[config.mk]
export PLATFORM = sky130hd
export DESIGN_NAME = fsob_top
export DESIGN_NICKNAME = d
export VERILOG_FILES = /design/src/common/fsob_pkg.sv /design/src/hdl/fsob_ramp.sv /design/src/hdl/fsob_top.sv
export SDC_FILE = /design/constraint.sdc
export NUM_CORES = 2
export LEC_CHECK = 0
export ABC_CLOCK_PERIOD_IN_PS = 248000
export BUFFER_PORTS_ARGS = -buffer_cell sky130_fd_sc_hd__buf_4
export CAP_MARGIN = 25
export CORE_MARGIN = 5
export CORE_UTILIZATION = 25
export DETAILED_ROUTE_END_ITERATION = 16
export PLACE_DENSITY_LB_ADDON = 0.12
export REMOVE_ABC_BUFFERS = 1
export SLEW_MARGIN = 5
export SYNTH_ARGS = -nofsm -noshare
export SYNTH_HDL_FRONTEND = slang
export SYNTH_SLANG_ARGS = --single-unit
[constraint.sdc]
create_clock -name ref_clk -period 248 [get_ports ref_clk]
set_clock_uncertainty 0.05 [all_clocks]
set_input_delay 12.4 -clock ref_clk [delete_from_list [all_inputs] [get_ports ref_clk]]
set_output_delay 12.4 -clock ref_clk [all_outputs]
set_load 0.01 [all_outputs]
[src/common/fsob_pkg.sv]
// Package for the fan slope and overtemperature boost block.
// Assumes temperatures arrive as unsigned whole degrees, one count per degree.
package fsob_pkg;
	localparam int NCH = 3;
	localparam logic [7:0] OFF_R1_SPAN  = 8'h5f;
	localparam logic [7:0] OFF_LOC_SPAN = 8'h60;
	localparam logic [7:0] OFF_R2_SPAN  = 8'h61;
	localparam logic [7:0] OFF_HYST_A   = 8'h6d;
	localparam logic [7:0] OFF_HYST_B   = 8'h6e;
	localparam int SPAN_MSB = 7;
	localparam int SPAN_LSB = 4;
	localparam logic [7:0] SPAN_CFG_RESET = 8'hc0;
	localparam logic [7:0] HYST_RESET     = 8'h44;
	localparam logic [7:0] DUTY_FULL      = 8'hff;
	localparam int DUTY_SPAN = 170;
	// Span temperatures in hundredths of a degree, codes 0000..1111
	localparam logic [12:0] SPAN_X100 [16] = '{
		13'h00c8, 13'h00fa, 13'h014d, 13'h0190, 13'h01f4, 13'h029b, 13'h0320, 13'h03e8,
		13'h0535, 13'h0640, 13'h07d0, 13'h0a6b, 13'h0c80, 13'h0fa0, 13'h14d5, 13'h1f40};
endpackage : fsob_pkg

[src/hdl/fsob_ramp.sv]
// Per-channel duty ramp: duty from temperature above the fan-on point.
// Assumes settings are stable and one result per cycle is enough.
`timescale 1ns/100ps
module fsob_ramp (
	input  wire logic [7:0] temp,
	input  wire logic [7:0] fan_on_temperature,
	input  wire logic [3:0] span_code,
	input  wire logic [7:0] min_duty,
	output logic      [7:0] duty,
	output logic            above_on
);
	logic [8:0]  delta;
	logic [29:0] rise;
	logic [29:0] total;
	always_comb begin
		delta    = {1'b0, temp} - {1'b0, fan_on_temperature};
		above_on = temp > fan_on_temperature;
		// Fixed slope: 170 counts per span, independent of min duty
		rise     = 30'(delta) * 30'(fsob_pkg::DUTY_SPAN) * 30'h64
			/ 30'(fsob_pkg::SPAN_X100[span_code]);
		total    = rise + 30'(min_duty);
		if (!above_on)
			duty = 8'h00;
		else if (total > 30'(fsob_pkg::DUTY_FULL))
			duty = fsob_pkg::DUTY_FULL;
		else
			duty = total[7:0];
	end
endmodule : fsob_ramp

[src/hdl/fsob_top.sv]
// Fan slope and overtemperature boost stage for three temperature channels.
// Assumes temperatures and limits come from logic on ref_clk, not from pins.
`timescale 1ns/100ps
module fsob_top (
	input  wire logic        ref_clk,
	input  wire logic        rst_n,
	input  wire logic        reg_wr,
	input  wire logic [7:0]  reg_addr,
	input  wire logic [7:0]  reg_wdata,
	output logic      [7:0]  reg_rdata,
	input  wire logic [23:0] temp,
	input  wire logic [23:0] fan_on_temperature,
	input  wire logic [23:0] critical_temp_limit,
	input  wire logic [23:0] min_duty,
	input  wire logic [23:0] max_duty,
	output logic      [23:0] duty,
	output logic             boost_active
);
	logic [7:0] span_cfg_reg [3];
	logic [7:0] hyst_a_reg;
	logic [7:0] hyst_b_reg;
	logic [2:0] crit_reg;
	logic [2:0] crit_next;
	logic [3:0] hyst [3];
	logic [7:0] ramp_duty [3];

	// Registers at their own offsets; index 0 remote1, 1 local, 2 remote2
	always_ff @(posedge ref_clk or negedge rst_n) begin
		if (!rst_n) begin
			for (int i = 0; i < 3; i++)
				span_cfg_reg[i] <= fsob_pkg::SPAN_CFG_RESET;
			hyst_a_reg <= fsob_pkg::HYST_RESET;
			hyst_b_reg <= fsob_pkg::HYST_RESET;
		end else if (reg_wr) begin
			unique case (reg_addr)
				fsob_pkg::OFF_R1_SPAN:  span_cfg_reg[0] <= reg_wdata;
				fsob_pkg::OFF_LOC_SPAN: span_cfg_reg[1] <= reg_wdata;
				fsob_pkg::OFF_R2_SPAN:  span_cfg_reg[2] <= reg_wdata;
				fsob_pkg::OFF_HYST_A:   hyst_a_reg <= reg_wdata;
				fsob_pkg::OFF_HYST_B:   hyst_b_reg <= {reg_wdata[7:4], 4'h0};
				default: ;
			endcase
		end
	end

	// Reads are registered so the port comes from a flip-flop
	always_ff @(posedge ref_clk or negedge rst_n) begin
		if (!rst_n)
			reg_rdata <= 8'h00;
		else begin
			unique case (reg_addr)
				fsob_pkg::OFF_R1_SPAN:  reg_rdata <= span_cfg_reg[0];
				fsob_pkg::OFF_LOC_SPAN: reg_rdata <= span_cfg_reg[1];
				fsob_pkg::OFF_R2_SPAN:  reg_rdata <= span_cfg_reg[2];
				fsob_pkg::OFF_HYST_A:   reg_rdata <= hyst_a_reg;
				fsob_pkg::OFF_HYST_B:   reg_rdata <= hyst_b_reg;
				default:                reg_rdata <= {5'h00, crit_reg};
			endcase
		end
	end

	always_comb begin
		hyst[0] = hyst_a_reg[7:4];
		hyst[1] = hyst_a_reg[3:0];
		hyst[2] = hyst_b_reg[7:4];
	end

	for (genvar c = 0; c < 3; c++) begin : g_ch
		fsob_ramp u_ramp (
			.temp               (temp[c*8 +: 8]),
			.fan_on_temperature (fan_on_temperature[c*8 +: 8]),
			.span_code          (span_cfg_reg[c][fsob_pkg::SPAN_MSB:fsob_pkg::SPAN_LSB]),
			.min_duty           (min_duty[c*8 +: 8]),
			.duty               (ramp_duty[c]),
			.above_on           ()
		);
	end

	// Per-channel critical latch with hysteresis release
	always_comb begin
		for (int c = 0; c < 3; c++) begin
			if (temp[c*8 +: 8] > critical_temp_limit[c*8 +: 8])
				crit_next[c] = 1'b1;
			else if ({1'b0, temp[c*8 +: 8]} + {5'h00, hyst[c]} < {1'b0, critical_temp_limit[c*8 +: 8]})
				crit_next[c] = 1'b0;
			else
				crit_next[c] = crit_reg[c];
		end
	end

	always_ff @(posedge ref_clk or negedge rst_n) begin
		if (!rst_n)
			crit_reg <= 3'h0;
		else
			crit_reg <= crit_next;
	end

	always_ff @(posedge ref_clk or negedge rst_n) begin
		if (!rst_n)
			boost_active <= 1'b0;
		else
			boost_active <= |crit_next;
	end

	// Override is unconditional: no configuration bit reaches it
	always_ff @(posedge ref_clk or negedge rst_n) begin
		if (!rst_n)
			duty <= 24'h000000;
		else begin
			for (int c = 0; c < 3; c++) begin
				if (|crit_next)
					duty[c*8 +: 8] <= fsob_pkg::DUTY_FULL;
				else if (ramp_duty[c] > max_duty[c*8 +: 8])
					duty[c*8 +: 8] <= max_duty[c*8 +: 8];
				else
					duty[c*8 +: 8] <= ramp_duty[c];
			end
		end
	end
endmodule : fsob_top

==> run metrics <==
status=finished, final reports clean; vias in the first global route=73,540; CP arrival=116.56 ns; Worst Hold Class=reg2reg; most frequent cells in the layout=ha_1 (1,341), nor2_1 (914), nand2_1 (857); Area growth syn-to-layout=8.985%; CP Max Fanout=31; CP required=248.23 ns; GRT Util Overall=17.19%; hpwl dp=225.8 mm; CTS Buffer Depth=2; f_max=0.008596 GHz; # nets final=11,800; I/O pin count=172; Post-synth EDFFs=0; First-pass DRT Iterations=6; post-CTS resize count=0; Max-slew headroom=28.71%; drc violations=0; initial antenna violation count=6; Placeable Area=291,600 sq um; Vias=76,130; kind of start point of the critical path=input pin; Die Y=551.6 um; commonest non-fill, non-tap cell in the layout=ha_1; critical path's slowest cell=a21oi_1; syn avg cell area=7.199 sq um; Max-Cap Viols=0; Vias/cell=5.380; Final Wtd Congestion=0.8725; synthesized flop and latch total=73; RSZ-0062 raised after global routing=false; Final TNS setup=0 ns; area leader, netlist=ha_1; Rows=198; die area=304,200 sq um; Setup crit end kind=flip-flop; Top FF cell, synth=dfrtp_1; CTS tree=built; post-synth cell types=153; clock buffer count from CTS=9; Routed WL=272.9 mm; Slew @ Worst Pin=1.053 ns; cells after synthesis=10,190; final antenna-violating net count=0; largest net degree at the start of global routing=63; CTS H-Tree Depth=3; Starting Density=25.14%; Synth Cell Area=73,320 sq um; crit share post-route=46.91%; cells taking the most area after synthesis=ha_1 (23%), o21a_1 (6.4%), nor2_1 (4.7%); Ys Warns=0; Fin. Hold Viols=0; Clock Sinks=73; Async SR Flop Fraction=100.0%; critical path class=in2reg; I/O Buffers=171; CP most frequent cell=o21a_1; crit-path max cell delay=0.77 ns; postcts setup bufs=0; die width=551.6 um; Period minus WS final=116.33 ns; drt wl/cell=19.28 um; max-slew violation count=0; DR iter-0 viols=4,423; Seq/Total Area, Yosys=2.509%; share of layout cells above drive strength 1=9.075%; CTS root buf=clkbuf_16; Skew-Pair Late Insertion Delay=0.39 ns; top-area cell type share of the netlist area=22.88%; Remaining Overflow, GRT=0; setup violators final=0; hold buffers post-CTS=0; first-pass GRT wire length=424.8 mm; Clock Pin Slew Worst Setup and Hold Paths=0.13 ns
## cells in the mapped netlist, types with 159 or more instances
| cell type | instances |
|---|---|
| xor2_1 | 225 |
| ha_1 | 1341 |
| clkbuf_1 | 177 |
| nand2b_1 | 159 |
| o21ai_0 | 466 |
| inv_1 | 450 |
| xnor2_1 | 322 |
| a21o_1 | 246 |
| o31ai_1 | 276 |
| a21oi_1 | 681 |
| mux2_2 | 243 |
| nor3_1 | 664 |
| nand3_1 | 212 |
| nand2_1 | 858 |
| nor2_1 | 919 |
| o21a_1 | 629 |
## final cells by class
cell class / instances / area (sq um)
flip-flops and latches: 73 / 1839
fillers: 31960 / 211700
inverters: 462 / 1734
diodes: 3 / 7.507
repair buffers: 293 / 2227
clock buffers: 9 / 225.2
clock inverters: 7 / 83.83
well taps: 3900 / 4880
multi-input cells: 9404 / 68910
## worst max-delay path: cells and delay by family
| kind | cells | cell delay (ns) |
|---|---|---|
| AO/OA/AOI/OAI | 261 | 56.25 |
| XOR/XNOR | 3 | 0.97 |
| adder cells (fa/ha/maj) | 39 | 13.00 |
| buffers and inverters | 28 | 4.96 |
| multiplexers | 5 | 1.74 |
| AND/OR/NAND/NOR | 117 | 26.99 |
## path summary, 6_finish.rpt
kind                                  startpoint          endpoint  slack [ns]  cells past startpoint
worst min register to register     hyst_b_reg[2]     hyst_b_reg[2]        0.45                      1
worst max register to register  span_cfg_reg[21]           duty[0]      147.85                    435
max in group asynchronous                  rst_n  span_cfg_reg[23]      235.06                      3
worst max-delay path                     temp[2]           duty[0]      131.67                    453
worst min-delay path               hyst_b_reg[2]     hyst_b_reg[2]        0.45                      1
min in group asynchronous                  rst_n          duty[13]       11.81                      1
## layer usage
metal	global-route usage, %	vias to the layer above	wire length [um]	share of wire [%]
li1	-	38590	-	-
met1	25.11	35950	139100	51
met2	28.28	1404	119900	44
met3	1.339	172	10700	3.9
met4	1.875	4	3135	1.1
met5	0	-	40	0.015
## cells by family (layout without fill, tap and decap cells)
logic type                 Yosys count  in the layout  synth area share (%)
xor gates and xnor gates           548            548                 6.556
and+or+nand+nor                   3836           3836                 26.26
muxes                              352            352                 5.399
DFF                                 73             73                 2.509
buffers and inverters              719            771                 3.838
adders and majority gates         1416           1416                 24.89
other                                1             15              0.005115
AOI/OAI and AO/OA                 3240           3240                 30.54
## per-stage QoR
stage	utilization [%]	worst slack, ns	hold WS (ns)	instances	cell area, sq um
6_report	27.40	131.67	0.4504	14150	79910
3_5_place_dp	27.27	130.86	0.4386	14130	79520
2_1_floorplan	-	143.34	0.4013	9939	72280
4_1_cts	27.38	131.02	0.4512	14140	79820
5_1_grt	27.40	122.93	0.4565	14150	79900
3_3_place_gp	27.27	131.09	0.4325	14120	79500
Power is not shown: default switching activity piles up to over one toggle a cycle in this logic, so the estimate is an artifact.
